File: src/inc/cpic_pkg.sv
// shared constants and types for the cascaded priority interrupt controller pair
package cpic_pkg;

   // ==========================================================
   // geometry and register port
   localparam int          NLVL           = 8;
   localparam int          ADDR_W         = 4;
   localparam int          CTL_BIT        = 3;     // address bit that picks master (0) or slave (1)

   // ==========================================================
   // register offsets inside one controller
   localparam logic [2:0]  OFS_MASK       = 3'h0;  // mask_write_word, reads the request_mask_register
   localparam logic [2:0]  OFS_PRIO_EOI   = 3'h1;  // priority_eoi_word, write only
   localparam logic [2:0]  OFS_POLL_SMM   = 3'h2;  // poll_specialmask_word
   localparam logic [2:0]  OFS_VBASE      = 3'h3;  // vector base in bits 7:3
   localparam logic [2:0]  OFS_MODE       = 3'h4;  // init_word_four, master only
   localparam logic [2:0]  OFS_TRIG       = 3'h5;  // trigger_select_master / trigger_select_slave
   localparam logic [2:0]  OFS_REQ        = 3'h6;  // request state, read only
   localparam logic [2:0]  OFS_INSVC      = 3'h7;  // in_service_bits, read only

   // ==========================================================
   // field positions
   localparam int          PE_CMD_LSB     = 5;     // rotate, select-level, service_end_command in 7:5
   localparam int          PS_ENSMM       = 6;     // special_masking_write_enable
   localparam int          PS_SMM         = 5;     // special_masking
   localparam int          PS_POLL        = 2;
   localparam int          MW_AUTOMATIC_SERVICE_END        = 1;     // automatic_service_end
   localparam int          MW_SFNM        = 4;     // special fully nested
   localparam int          POLL_HIT_BIT   = 7;

   // ==========================================================
   // priority word command codes {rotate, select-level, end}
   localparam logic [2:0]  CMD_ROT_AUTO_CLR = 3'h0;
   localparam logic [2:0]  CMD_NS_EOI       = 3'h1;
   localparam logic [2:0]  CMD_NOP          = 3'h2;
   localparam logic [2:0]  CMD_SP_EOI       = 3'h3;
   localparam logic [2:0]  CMD_ROT_AUTO_SET = 3'h4;
   localparam logic [2:0]  CMD_ROT_NS       = 3'h5;
   localparam logic [2:0]  CMD_SET_PRIO     = 3'h6;
   localparam logic [2:0]  CMD_ROT_SP       = 3'h7;

   // ==========================================================
   // cascade and reset values
   localparam logic [2:0]  CASC_INPUT     = 3'h2;
   localparam logic [7:0]  CASC_MASK      = 8'h04;
   localparam logic [2:0]  CASC_SLAVE_CODE = 3'h2;
   localparam logic [2:0]  CASC_IDLE      = 3'h0;
   localparam logic [2:0]  SPURIOUS_LVL   = 3'h7;
   localparam logic [7:0]  TRIG_FIXED_M   = 8'h07;  // inputs 0, 1, 2 stay edge
   localparam logic [7:0]  TRIG_FIXED_S   = 8'h21;  // inputs 8 and 13 stay edge
   localparam logic [2:0]  LOWEST_RST     = 3'h7;   // level 7 lowest gives 0 highest
   localparam logic [16:0] SYNC_RST       = 17'h10000; // acknowledge idles high

   // ==========================================================
   // types
   typedef struct packed {
      logic       hit;
      logic [2:0] lvl;
   } cpic_pick_t;

   typedef struct packed {
      logic [15:0]     inPrev;
      logic [1:0][7:0] edgeLat;
      logic [1:0][7:0] isr;
      logic [1:0][7:0] request_mask_register;
      logic [1:0][7:0] trig;
      logic [1:0][7:0] pollSnap;
      logic [1:0][2:0] lowest;
      logic [1:0][4:0] vbase;
      logic [1:0]      rotAeoi;
      logic [1:0]      special_masking;
      logic [1:0]      pollPend;
      logic            modeAeoi;
      logic            modeSfnm;
      logic            ackPrev;
      logic            ackPhase;
      cpic_pick_t      mPick;
      logic [7:0]      mVec;
      logic [7:0]      sVec;
      logic [2:0]      casc;
      logic            interrupt_output;
      logic [7:0]      vecData;
      logic            vecDrive_b;
      logic [7:0]      rdData;
   } cpic_state_t;

   localparam cpic_state_t ST_RST = '{inPrev: 16'hFFFF, lowest: {2{LOWEST_RST}}, ackPrev: 1'b1,
                                      vecDrive_b: 1'b1, default: '0};

endpackage

File: src/rtl/cpic_sync.sv
// two-stage synchroniser for asynchronous pins
`timescale 1ns/1ps
module cpic_sync #(
   parameter int           W       = 1,
   parameter logic [W-1:0] RST_VAL = '0
) (
   // clock and reset
   input  wire logic         mclk,
   input  wire logic         rst_b,
   // pins in, clean levels out
   input  wire logic [W-1:0] din,
   output logic      [W-1:0] dout
);
   typedef struct packed {
      logic [W-1:0] meta;
      logic [W-1:0] held;
   } cpic_sync_t;

   cpic_sync_t st_r;
   cpic_sync_t st_nxt;

   // =================================================
   // width check
   if (W < 1) begin : g_chk
      $error("cpic_sync needs at least one bit");
   end

   // meta stage feeds only the held stage
   always_comb begin
      st_nxt.meta = din;
      st_nxt.held = st_r.meta;
   end

   always_ff @(posedge mclk or negedge rst_b) begin
      if (!rst_b) begin
         st_r <= '{meta: RST_VAL, held: RST_VAL};
      end else begin
         st_r <= st_nxt;
      end
   end

   assign dout = st_r.held;
endmodule

File: src/rtl/cpic_top.sv
// master and slave priority interrupt controllers with cascade, polling and masking
//
// The plain strobed port and the address map were chosen for this implementation.
`timescale 1ns/1ps
// Notes on behaviour
// - after reset each controller ranks level 0 highest through level 7 lowest
// - acknowledge picks highest request, sends vector, sets in-service until service end
// - in-service level holds off same and lower levels; higher still interrupt
// - special fully nested master lets further slave requests through while slave served
// - on the master, automatic rotation makes an automatically ended level the lowest priority
// - command decode for rotate on end and rotate-in-automatic set and clear
// - set-priority makes given level lowest, next one highest, no service end
// - rotate on specific end clears named level and makes it lowest
// - poll write makes next read of that poll register an acknowledge returning level, requests frozen meanwhile
// - master selects slave by driving code 010 on cascade lines
// - slave winning at master supplies vector in second acknowledge pulse
// - legacy trigger bit unused; per-input trigger selects, edge by default
// - inputs 0, 1, 2, inverted 8 and 13 are always edge triggered
// - edge mode latches only a rising input; staying high asks nothing more
// - level mode requests while high; requester drops it before service end
// - request gone by first acknowledge gives level 7 vector without in-service
// - each mask bit blocks only its own input
// - masking master input 2 blocks every slave request
// - special mask mode: only masked levels blocked, others enabled regardless of service
// - special mask mode entered with enable and mode set, left with enable only
// - in special mask mode non-specific end skips masked in-service levels
// - automatic service end exists on the master only
module cpic_top #(
   parameter logic [2:0] SLAVE_ID = cpic_pkg::CASC_SLAVE_CODE
) (
   // clock and reset
   input  wire logic                        mclk,
   input  wire logic                        rst_b,
   // request pins, bit 8 active low
   input  wire logic [15:0]                 irqPin,
   // processor acknowledge and answer
   input  wire logic                        acknowledgeStrobe_b,
   output logic                             interruptOutput,
   output logic [7:0]                       vectorData,
   output logic                             vectorDrive_b,
   output logic [2:0]                       cascadeCode,
   // register port
   input  wire logic [cpic_pkg::ADDR_W-1:0] regAddr,
   input  wire logic [7:0]                  regWrData,
   input  wire logic                        regWr,
   input  wire logic                        regRd,
   output logic [7:0]                       regRdData
);
   // =================================================
   // elaboration check
   if (SLAVE_ID == cpic_pkg::CASC_IDLE) begin : g_chk
      $error("slave code must differ from the idle cascade code");
   end

   cpic_pkg::cpic_state_t st_r;
   cpic_pkg::cpic_state_t st_nxt;
   logic [16:0]           syncOut;
   logic [15:0]           reqIn;
   logic                  ackS;
   logic                  firstFall;
   logic                  secondFall;
   logic                  trailRise;
   logic [1:0][7:0]       irrEff;
   logic [1:0][7:0]       reqView;
   logic [7:0]            fixedMask;
   logic                  ctl;
   logic [2:0]            ofs;
   logic [2:0]            wrLvl;
   logic [2:0]            mLvlNow;
   cpic_pkg::cpic_pick_t  sPickNow;
   cpic_pkg::cpic_pick_t  mPickNow;

   // =================================================
   // priority helpers
   // walk levels from the one after the lowest, stop at the first blocking in-service bit
   function automatic cpic_pkg::cpic_pick_t resolve(input logic [7:0] req, input logic [7:0] isr,
                                                    input logic [2:0] low, input logic special_masking,
                                                    input logic [7:0] eqOk);
      cpic_pkg::cpic_pick_t p;
      logic                 stop;
      logic [2:0]           l;
      p    = '0;
      stop = 1'b0;
      l    = low;
      for (int k = 0; k < cpic_pkg::NLVL; k++) begin
         l = l + 3'h1;
         if (!stop) begin
            if (req[l] && (special_masking || !isr[l] || eqOk[l])) begin
               p.hit = 1'b1;
               p.lvl = l;
               stop  = 1'b1;
            end else if (isr[l] && !special_masking) begin
               stop = 1'b1;
            end
         end
      end
      return p;
   endfunction

   // highest in-service level in current order, ignoring the skip bits
   function automatic cpic_pkg::cpic_pick_t topIsr(input logic [7:0] isr, input logic [2:0] low,
                                                   input logic [7:0] skip);
      cpic_pkg::cpic_pick_t p;
      logic [2:0]           l;
      p = '0;
      l = low;
      for (int k = 0; k < cpic_pkg::NLVL; k++) begin
         l = l + 3'h1;
         if (!p.hit && isr[l] && !skip[l]) begin
            p.hit = 1'b1;
            p.lvl = l;
         end
      end
      return p;
   endfunction

   // =================================================
   // pin synchronisers
   cpic_sync #(
      .W       (17),
      .RST_VAL (cpic_pkg::SYNC_RST)
   ) u_sync (
      .mclk  (mclk),
      .rst_b (rst_b),
      .din   ({acknowledgeStrobe_b, irqPin}),
      .dout  (syncOut)
   );

   // input 8 is active low; flip it so every request is active high
   assign reqIn = {syncOut[15:9], ~syncOut[8], syncOut[7:0]};
   assign ackS  = syncOut[16];

   // acknowledge pulse edges
   assign firstFall  = st_r.ackPrev & ~ackS & ~st_r.ackPhase;
   assign secondFall = st_r.ackPrev & ~ackS & st_r.ackPhase;
   assign trailRise  = ~st_r.ackPrev & ackS & st_r.ackPhase & ~st_r.vecDrive_b;

   // effective requests: level mode follows the pin, edge mode needs a latched rise
   assign irrEff[0] = reqIn[7:0] & (st_r.trig[0] | st_r.edgeLat[0]);
   assign irrEff[1] = reqIn[15:8] & (st_r.trig[1] | st_r.edgeLat[1]);

   // slave output stands in for master input 2
   assign sPickNow   = resolve(irrEff[1] & ~st_r.request_mask_register[1], st_r.isr[1], st_r.lowest[1], st_r.special_masking[1], 8'h00);
   assign reqView[1] = irrEff[1];
   assign reqView[0] = (irrEff[0] & ~cpic_pkg::CASC_MASK) | ({8{sPickNow.hit}} & cpic_pkg::CASC_MASK);
   assign mPickNow   = resolve(reqView[0] & ~st_r.request_mask_register[0], st_r.isr[0], st_r.lowest[0],
                               st_r.special_masking[0], st_r.modeSfnm ? cpic_pkg::CASC_MASK : 8'h00);
   assign mLvlNow    = mPickNow.lvl;

   // register port decode
   assign ctl       = regAddr[cpic_pkg::CTL_BIT];
   assign ofs       = regAddr[2:0];
   assign wrLvl     = regWrData[2:0];
   assign fixedMask = ctl ? cpic_pkg::TRIG_FIXED_S : cpic_pkg::TRIG_FIXED_M;

   // =================================================
   // next state
   // order matters: bus clears first, acknowledge sets next, edge sets last, so sets win
   always_comb begin
      cpic_pkg::cpic_pick_t top;
      cpic_pkg::cpic_pick_t pp;
      logic [2:0]           cmd;
      top         = topIsr(st_r.isr[ctl], st_r.lowest[ctl], st_r.special_masking[ctl] ? st_r.request_mask_register[ctl] : 8'h00);
      pp          = resolve(st_r.pollSnap[ctl] & ~st_r.request_mask_register[ctl], st_r.isr[ctl], st_r.lowest[ctl],
                            st_r.special_masking[ctl], 8'h00);
      cmd         = regWrData[cpic_pkg::PE_CMD_LSB +: 3];
      st_nxt      = st_r;
      st_nxt.rdData = 8'h00;
      st_nxt.ackPrev = ackS;
      st_nxt.interrupt_output    = mPickNow.hit;

      // register writes
      if (regWr) begin
         unique case (ofs)
            cpic_pkg::OFS_MASK: begin
               st_nxt.request_mask_register[ctl] = regWrData;
            end
            cpic_pkg::OFS_PRIO_EOI: begin
               case (cmd)
                  cpic_pkg::CMD_NS_EOI: begin
                     if (top.hit) st_nxt.isr[ctl][top.lvl] = 1'b0;
                  end
                  cpic_pkg::CMD_ROT_NS: begin
                     if (top.hit) begin
                        st_nxt.isr[ctl][top.lvl] = 1'b0;
                        st_nxt.lowest[ctl]       = top.lvl;
                     end
                  end
                  cpic_pkg::CMD_SP_EOI: begin
                     st_nxt.isr[ctl][wrLvl] = 1'b0;
                  end
                  cpic_pkg::CMD_ROT_SP: begin
                     st_nxt.isr[ctl][wrLvl] = 1'b0;
                     st_nxt.lowest[ctl]     = wrLvl;
                  end
                  cpic_pkg::CMD_SET_PRIO: begin
                     st_nxt.lowest[ctl] = wrLvl;
                  end
                  cpic_pkg::CMD_ROT_AUTO_SET: begin
                     st_nxt.rotAeoi[ctl] = 1'b1;
                  end
                  cpic_pkg::CMD_ROT_AUTO_CLR: begin
                     st_nxt.rotAeoi[ctl] = 1'b0;
                  end
                  default: begin
                  end
               endcase
            end
            cpic_pkg::OFS_POLL_SMM: begin
               if (regWrData[cpic_pkg::PS_ENSMM]) begin
                  st_nxt.special_masking[ctl] = regWrData[cpic_pkg::PS_SMM];
               end
               if (regWrData[cpic_pkg::PS_POLL]) begin
                  st_nxt.pollPend[ctl] = 1'b1;
                  st_nxt.pollSnap[ctl] = reqView[ctl];
               end
            end
            cpic_pkg::OFS_VBASE: begin
               st_nxt.vbase[ctl] = regWrData[7:3];
            end
            cpic_pkg::OFS_MODE: begin
               // slave has no automatic end or nesting options
               if (!ctl) begin
                  st_nxt.modeAeoi = regWrData[cpic_pkg::MW_AUTOMATIC_SERVICE_END];
                  st_nxt.modeSfnm = regWrData[cpic_pkg::MW_SFNM];
               end
            end
            cpic_pkg::OFS_TRIG: begin
               st_nxt.trig[ctl] = regWrData & ~fixedMask;
            end
            cpic_pkg::OFS_REQ, cpic_pkg::OFS_INSVC: begin
            end
         endcase
      end

      // register reads, data in the next cycle only
      if (regRd) begin
         unique case (ofs)
            cpic_pkg::OFS_MASK:     st_nxt.rdData = st_r.request_mask_register[ctl];
            cpic_pkg::OFS_PRIO_EOI: st_nxt.rdData = 8'h00;
            cpic_pkg::OFS_POLL_SMM: begin
               if (st_r.pollPend[ctl]) begin
                  // polled read acts as an acknowledge on the frozen snapshot
                  st_nxt.pollPend[ctl] = 1'b0;
                  st_nxt.rdData        = {pp.hit, 4'h0, pp.lvl};
                  if (pp.hit) begin
                     st_nxt.isr[ctl][pp.lvl]     = 1'b1;
                     st_nxt.edgeLat[ctl][pp.lvl] = 1'b0;
                  end
               end else begin
                  st_nxt.rdData = 8'h00;
                  st_nxt.rdData[cpic_pkg::PS_SMM] = st_r.special_masking[ctl];
               end
            end
            cpic_pkg::OFS_VBASE: st_nxt.rdData = {st_r.vbase[ctl], 3'h0};
            cpic_pkg::OFS_MODE: begin
               st_nxt.rdData = 8'h00;
               if (!ctl) begin
                  st_nxt.rdData[cpic_pkg::MW_AUTOMATIC_SERVICE_END] = st_r.modeAeoi;
                  st_nxt.rdData[cpic_pkg::MW_SFNM] = st_r.modeSfnm;
               end
            end
            cpic_pkg::OFS_TRIG:  st_nxt.rdData = st_r.trig[ctl];
            cpic_pkg::OFS_REQ:   st_nxt.rdData = reqView[ctl];
            cpic_pkg::OFS_INSVC: st_nxt.rdData = st_r.isr[ctl];
         endcase
      end

      // first acknowledge pulse: master resolves, slave resolves when it won input 2
      if (firstFall) begin
         st_nxt.ackPhase = 1'b1;
         st_nxt.mPick    = mPickNow;
         st_nxt.mVec     = {st_r.vbase[0], mPickNow.hit ? mPickNow.lvl : cpic_pkg::SPURIOUS_LVL};
         if (mPickNow.hit) begin
            st_nxt.isr[0][mPickNow.lvl]     = 1'b1;
            st_nxt.edgeLat[0][mPickNow.lvl] = 1'b0;
            if (mPickNow.lvl == cpic_pkg::CASC_INPUT) begin
               st_nxt.casc = SLAVE_ID;
               st_nxt.sVec = {st_r.vbase[1], sPickNow.hit ? sPickNow.lvl : cpic_pkg::SPURIOUS_LVL};
               if (sPickNow.hit) begin
                  st_nxt.isr[1][sPickNow.lvl]     = 1'b1;
                  st_nxt.edgeLat[1][sPickNow.lvl] = 1'b0;
               end
            end
         end
      end

      // second pulse: the selected controller drives its vector
      if (secondFall) begin
         st_nxt.vecDrive_b = 1'b0;
         st_nxt.vecData    = (st_r.casc == SLAVE_ID) ? st_r.sVec : st_r.mVec;
      end

      // trailing edge of the second pulse ends the sequence
      if (trailRise) begin
         st_nxt.vecDrive_b = 1'b1;
         st_nxt.ackPhase   = 1'b0;
         st_nxt.casc       = cpic_pkg::CASC_IDLE;
         if (st_r.modeAeoi && st_r.mPick.hit) begin
            st_nxt.isr[0][st_r.mPick.lvl] = 1'b0;
            if (st_r.rotAeoi[0]) begin
               st_nxt.lowest[0] = st_r.mPick.lvl;
            end
         end
      end

      // edge capture last so a rise in the clearing cycle is kept
      st_nxt.inPrev = reqIn;
      for (int i = 0; i < 16; i++) begin
         if (!reqIn[i]) begin
            st_nxt.edgeLat[i / 8][i % 8] = 1'b0;
         end else if (!st_r.inPrev[i]) begin
            st_nxt.edgeLat[i / 8][i % 8] = 1'b1;
         end
      end
   end

   // state register, reset to fixed order and edge triggering
   always_ff @(posedge mclk or negedge rst_b) begin
      if (!rst_b) begin
         st_r <= cpic_pkg::ST_RST;
      end else begin
         st_r <= st_nxt;
      end
   end

   // outputs straight from state
   assign interruptOutput = st_r.interrupt_output;
   assign vectorData      = st_r.vecData;
   assign vectorDrive_b   = st_r.vecDrive_b;
   assign cascadeCode     = st_r.casc;
   assign regRdData       = st_r.rdData;
endmodule

File: config.mk
export PLATFORM = sky130hd
export DESIGN_NAME = cpic_top
export DESIGN_NICKNAME = d
export VERILOG_FILES = /design/src/inc/cpic_pkg.sv /design/src/rtl/cpic_sync.sv /design/src/rtl/cpic_top.sv
export SDC_FILE = /design/constraint.sdc
export NUM_CORES = 1
export LEC_CHECK = 0
export BUFFER_PORTS_ARGS = -buffer_cell sky130_fd_sc_hd__buf_2
export CAP_MARGIN = 30
export CORE_MARGIN = 2
export CORE_UTILIZATION = 25
export DETAILED_ROUTE_END_ITERATION = 12
export HOLD_SLACK_MARGIN = 0.08
export SETUP_SLACK_MARGIN = 0.2
export SYNTH_ARGS = -nofsm -noshare
export SYNTH_HDL_FRONTEND = slang
export SYNTH_SLANG_ARGS = --single-unit
export TNS_END_PERCENT = 10
File: constraint.sdc
create_clock -name mclk -period 6.1 [get_ports mclk]
set_input_delay 0.305 -clock mclk [delete_from_list [all_inputs] [get_ports mclk]]
set_output_delay 0.305 -clock mclk [all_outputs]
set_load 0.05 [all_outputs]
==> impl_results.md, run 1 <==
* Headroom to the max-slew limit at 0.431
* Number of global-route vias before repair at 12100
* Initial antenna violation count at 1
* Post-Route M1 WL at 20000 um
* Worst Tran Pin Value at 0.851 ns
* Final hold viol count at 0
* Routed WL at 47800 um
* Number of buffers created by CTS at 17
* Largest net degree at the start of global routing at 91
* DRT Pass-1 Iters at 5
* #FFs+latches synth at 190
* DRC at 0
* Starting Density at 0.252
* Overall via count from detail_route at 12500
* RSZ-0062 raised after global routing: yes
* Tot GR Track Use at 0.169
* Register area share after synthesis at 0.352
* HPWL reported at the end of detailed placement at 37000 um
* PwrDens at 541 nW/um^2
* Global-route wire length before repair at 73500 um
* CP startpoint kind: register
* Multi-input gate area at 8280 um^2
* Row cnt at 85
* Clock Path Buffers at 2
* Peak Freq at 176 MHz
* Crit. End Element: register
* Place WS at 0.167 ns
* Fin Clk Skew at 0.0170 ns
* Core Area at 53800 um^2
* Synth Flop Type: dfrtp_1
* Worst-path clk slew at 0.07 ns
* Most common cell after layout, fill and taps aside: dfrtp_1
* Worst EP arrival at 6.02 ns
* Final #Nets at 1603
* Layout cells sized above 1 at 0.211
* GRT overflow at 0
* CTS tree: built
* Leak at 6.41 nW
* Slowest stage cell, crit path: dfstp_2
* Worst path max stage delay at 0.63 ns
* Fillers at 5704
* Io pins at 54
* Fin crit share at 0.933
* Outcome: finished clean
* Syn-to-layout area delta at 16.0%
* Clk root buf: clkbuf_16
* Clock sinks at 190
* Gate Count Post-Synth at 1487
* Required @ worst endpoint at 6.43 ns
* Wire length on met3 at 2990 um
* Final setup fails at 0
* Die ar. at 56200 um^2
* VDD IR max at 0.264 mV
* Post-layout min period at 5.69 ns
* Yosys warns at 0
* ANT nets after route at 0
* Register area at 4790 um^2
* Die Ht at 237 um
* Max cap viols at 0
* Initial drt markers at 1123
* Most frequent cells in the layout: dfrtp_1, nand2_1, nor2_1
* Post-synth EDFFs at 0
* H-tree depth at 4
* Fin. max-slew vios at 0
* GPL Wtd Cong at 0.956
* Routed WL per cell at 21.1 um
* Die Wd at 237 um
* Vias/cell at 5.49
* Setup WS post-layout at 0.407 ns
* Crit-path max FO at 16
* Worst path cell trace: buf_4 > mux2i_4 > ha_1 > inv_1 > xnor3_1 > xnor2_2 > nor3_1 > a21oi_1 > nand4_1 > nor3_1 > buf_4 > a211o_1 > o21ai_1 > inv_1 > nor4_1 > a22oi_1 > o21a_1 > or3_1
* Hold Path Class: input port to register
* Syn_area_per_cell at 9.14 um^2
* I/O Buffers at 50
* Max layer used: met5
* FFs w/ async S/R, synth at 1.00
* Met2 wire length at 22900 um
* Mapped Area at 13600 um^2
* Yosys cell types at 94
* WS Path Type: register to register
* Diode count at 0
* Worst skew pair latency at 0.46 ns
* Fin Setup TNS at 0 ns
## timing repair
item                       in CTS  in global routing
cloned                          0                  0
gates resized for setup         1                 24
setup endpoints to repair      17                 40
hold buffers                   17                  0
hold endpoints to repair       88                  0
setup buffers                   0                  1
pin swaps                       0                  2
## synth_stat cells, types with 6 or more instances
| cell type | number | area [um^2] |
|---|---|---|
| dfrtp_1 | 165 | 4130 |
| nand2_1 | 137 | 514 |
| nor2_1 | 137 | 514 |
| o21ai_0 | 82 | 410 |
| mux2i_1 | 78 | 781 |
| a21oi_1 | 69 | 345 |
| nor3_1 | 67 | 335 |
| mux2_2 | 62 | 698 |
| clkbuf_1 | 43 | 161 |
| inv_1 | 43 | 161 |
| nand3_1 | 36 | 180 |
| mux4_2 | 35 | 788 |
| nor2b_1 | 35 | 219 |
| dfstp_2 | 25 | 657 |
| a31oi_1 | 23 | 144 |
| nor4_1 | 22 | 138 |
| buf_4 | 21 | 158 |
| o211ai_1 | 19 | 143 |
| or3_1 | 19 | 119 |
| o21a_1 | 18 | 135 |
| a211oi_1 | 17 | 128 |
| o22ai_1 | 17 | 106 |
| a21o_1 | 16 | 120 |
| a22oi_1 | 16 | 120 |
| buf_2 | 15 | 75.1 |
| nand2b_1 | 15 | 93.8 |
| nand4_1 | 14 | 87.6 |
| nor3b_1 | 14 | 105 |
| and2_1 | 12 | 75.1 |
| ha_1 | 12 | 150 |
| buf_1 | 11 | 41.3 |
| xnor2_1 | 11 | 96.3 |
| a221oi_1 | 10 | 87.6 |
| o32ai_1 | 9 | 78.8 |
| or2_2 | 9 | 56.3 |
| nand3b_1 | 8 | 60.1 |
| a32o_1 | 7 | 70.1 |
| and3_1 | 7 | 43.8 |
| o31ai_1 | 7 | 52.6 |
| xor2_1 | 7 | 61.3 |
| a32oi_1 | 6 | 52.6 |
## cells by family after synthesis
family          count (synthesis)  synth area share
simple gates                  558             0.205
compound gates                384             0.193
flops                         190             0.352
mux                           177             0.170
buf+inv                       141            0.0478
xor+xnor                       24            0.0211
fa+ha+maj                      12            0.0111
other cells                     1          0.000276
## final timing paths
path	start	endpoint	slack [ns]	depth (start not counted)
setup / recovery	st_r[64]	st_r[125]	0.41	18
hold / removal	regRd	regRdData[7]	0.19	2
setup reg to reg	st_r[64]	st_r[125]	0.41	18
hold reg to reg	u_sync.st_nxt[13]	u_sync.dout[13]	0.35	0
max in group asynchronous	rst_b	u_sync.dout[0]	4.35	3
min in group asynchronous	rst_b	st_r[32]	0.45	2
## layout make-up
type,count,area share
Tap cell,696,0.0553
Clock buffer,19,0.0287
Clock inverter,13,0.00921
Timing Repair Buffer,144,0.0662
Multi-Input combinational cell,1157,0.525
Inverter,48,0.0114
Sequential cell,190,0.304
## report_power, final
group | switching [mW] | leakage (nW) | internal, mW
Sequential | 0.329 | 2.33 | 1.51
Clock | 0.541 | 0.293 | 0.602
Combinational | 3.46 | 3.78 | 2.09
## routing by layer
layer  global-route usage  vias up
li1                     -     5711
met1                0.217     6167
met2                0.281      483
met3               0.0265       93
met4               0.0747        2
met5                    0        -
## through the flow
step	cells	power [mW]	area (um^2)	hold slack [ns]	util
2_1_floorplan	1488	5.45	13600	0.00941	-
3_3_place_gp	2217	7.11	14800	0.332	0.276
3_5_place_dp	2217	7.18	14800	0.336	0.276
4_1_cts	2266	8.35	15600	0.169	0.290
5_1_grt	2267	9.08	15800	0.178	0.293
6_report	2267	8.53	15800	0.187	0.293
## critical path, delay by kind of cell (launching register included)
kind | cells | cell delay [ns]
buffers and inverters | 4 | 0.72
xor gates and xnor gates | 2 | 0.84
DFF | 1 | 0.63
AOI/OAI and AO/OA | 5 | 1.31
muxes | 1 | 0.17
adders and majority gates | 1 | 0.30
and+or+nand+nor | 5 | 1.59
## state kept, by name (all words and copies together) (netlist names)
signal	count
u_sync.dout	16
cascadeCode	1
vectorData	8
u_sync.st_nxt	16
st_r	139
vectorDrive_b	1
interruptOutput	1
regRdData	8
No activity file was read; power rests on OpenSTA's default activity.
==> run 2: changes to the inputs <==
clock period = 6.6 ns   (was 6.1 ns; I/O delays follow)
==> impl_results.md, run 2 (synthesis results as in run 1) <==
* Clock Path Buffers at 2 (unchanged)
* RSZ-0062 raised after global routing: yes
* R2r endpoint: st_r[136]
* Global-route wire length before repair at 71800 um (-2.4%)
* Fin. max-slew vios at 0 (unchanged)
* Worst EP arrival at 6.55 ns (+0.53 ns)
* Area post-placement at 14600 um^2 (-1.9%)
* GRT overflow at 0 (unchanged)
* Starting Density at 0.252 (unchanged)
* Post-route cell area at 15400 um^2 (-2.2%)
* Diode count at 0 (unchanged)
* GPL Wtd Cong at 0.948 (-0.92%)
* Clock power frac at 0.134 (about the same)
* Met1 usage at 0.209 (-0.00887)
* Routed WL per cell at 21.0 um (-0.67%)
* Fin Setup TNS at 0 ns (unchanged)
* Required @ worst endpoint at 6.95 ns (+0.52 ns)
* Sw frac at 0.518 (+0.0113)
* Register-to-Register Path Depth at 15 (-3)
* CTS tree: built
* Vias/cell at 5.55 (+1.1%)
* Fin Clk Skew at 0.0182 ns (+0.00121 ns)
* Max reg flops at 139 (unchanged)
* CP startpoint kind: register
* Number of global-route vias before repair at 11900 (-1.9%)
* Clk root buf: clkbuf_16
* DRC at 0 (unchanged)
* Die Wd at 237 um (unchanged)
* Syn-to-layout area delta at 13.5%
* Row cnt at 85 (unchanged)
* Clock sinks at 190 (unchanged)
* Core Area at 53800 um^2 (unchanged)
* Final hold viol count at 0 (unchanged)
* Io pins at 54 (unchanged)
* Sequential power share at 0.228 (+0.012)
* PwrDens at 488 nW/um^2 (-9.9%)
* Hold path depth at 2 (unchanged)
* Tot GR Track Use at 0.165 (-0.00457)
* Largest net degree at the start of global routing at 124 (+36%)
* Fin crit share at 0.939 (+0.00619)
* Psw at 3.90 mW (-9.9%)
* Number of buffers created by CTS at 17 (unchanged)
* Post-layout min period at 6.20 ns (+0.507 ns)
* Die ar. at 56200 um^2 (unchanged)
* Met3 usage at 0.0279 (+0.00140)
* Pint at 3.62 mW (-14%)
* Final setup fails at 0 (unchanged)
* ANT nets after route at 0 (unchanged)
* Place WS at 0.387 ns (+0.220 ns)
* Overall via count from detail_route at 12400 (-0.26%)
* Met2 GRT Util at 0.277 (-0.00392)
* Hold_sp: regRd
* VDD IR max at 0.237 mV (-10%)
* Largest Register: st_r
* Most frequent cells in the layout: dfrtp_1, nor2_1, nand2_1
* Most common cell after layout, fill and taps aside: dfrtp_1
* I/O Buffers at 50 (unchanged)
* Setup WS post-layout at 0.400 ns (-0.00749 ns)
* Worst skew pair latency at 0.46 ns (about the same)
* Headroom to the max-slew limit at 0.269 (-0.162)
* Die Ht at 237 um (unchanged)
* Crit-path max FO at 22 (+6)
* Most heavily used metal layer in global routing: met2
* Worst-path clk slew at 0.09 ns (+0.02 ns)
* HPWL reported at the end of detailed placement at 36000 um (-2.8%)
* Outcome: finished clean
* Peak Freq at 161 MHz (-8.2%)
* Final #Nets at 1574 (-1.8%)
* Power share of the combinational group at 0.638 (-0.012)
* Max cap viols at 0 (unchanged)
* R2R setup slack at 0.40 ns (about the same)
* DRT Pass-1 Iters at 5 (unchanged)
* Initial drt markers at 1197 (+6.6%)
* Initial antenna violation count at 1 (unchanged)
* Layout cells sized above 1 at 0.186 (-0.0251)
* Routed WL at 46900 um (-2.0%)
* Worst Tran Pin Value at 1.09 ns (+0.235 ns)
* WS Path Type: register to register
* Min-Delay Endpoint: regRdData[7]
* Hold Path Class: input port to register
* Crit. End Element: register
* H-tree depth at 4 (unchanged)
* Leak at 6.25 nW (-2.4%)
* Reg-to-Reg Start: st_r[64]
-- run 2: cell types whose count changed in the layout (fill, tap and decap cells not counted), moves of 3 or more --
cell     delta
mux2i_2     -4
mux2i_1     +4
buf_4      -27
nor4_1      +3
-- run 2: area by class of cell --
cell class              count  area (um^2)
fillers                  5694        38400
multi-input cells        1157         8210
flip-flops and latches    190         4790
well taps                 696          871
repair buffers            115          812
clock buffers              18          439
inverters                  48          180
clock inverters            13          119
-- run 2: through the flow --
stage          instances  power [mW]  hold slack (ns)   util
6_report            2237        7.52            0.226  0.286
2_1_floorplan       1488        5.03           0.0344      -
5_1_grt             2237        7.98            0.219  0.286
3_3_place_gp        2181        6.32            0.332  0.270
4_1_cts             2230        7.39            0.197  0.284
3_5_place_dp        2182        6.37            0.335  0.271
-- run 2: how the worst max path moves through the flow --
stage	to	from	cells after the start	slack, ns
after global placement	st_r[24]	st_r[64]	17	0.49
final	st_r[136]	st_r[64]	15	0.40
after CTS	st_r[21]	st_r[64]	16	0.37
after detailed placement	st_r[21]	st_r[64]	16	0.39
after floorplan	st_r[28]	st_r[61]	19	1.29
after global routing	st_r[136]	st_r[64]	15	0.14
-- run 2: metal layers --
| metal | wire (um) | part of all wire |
|---|---|---|
| met2 | 22500 | 0.48 |
| met3 | 3220 | 0.069 |
| met5 | 10 | 0.00021 |
| met4 | 1720 | 0.037 |
| met1 | 19400 | 0.41 |
-- run 2: critical path: stages, from the launching register on --
cell	delay [ns]
dfstp_2	0.70
inv_2	0.18
ha_1	0.44
buf_4	0.31
mux4_2	0.57
mux2i_1	0.41
and4_4	0.35
nand3_4	0.13
or4b_1	0.58
nand3_1	0.31
nor3_1	0.16
a32o_1	0.30
a211oi_1	0.25
a21o_1	0.68
nand4_1	0.37
a41o_1	0.33
-- run 2: repair_timing --
item | CTS | global route
setup endpoints to repair | 0 | 39
hold endpoints to repair | 57 | 0
hold buffers | 17 | 0
resized for setup | 0 | 7
setup buffers | 0 | 6
-- run 2: power groups by stage --
| stage | clock [mW] | sequential (mW) | combinational [mW] |
|---|---|---|---|
| floorplan | 0 | 1.56 | 3.47 |
| global placement | 0 | 1.72 | 4.59 |
| detailed placement | 0 | 1.73 | 4.64 |
| CTS | 1.02 | 1.71 | 4.66 |
| global route | 1.07 | 1.75 | 5.16 |
| finish | 1.01 | 1.72 | 4.80 |
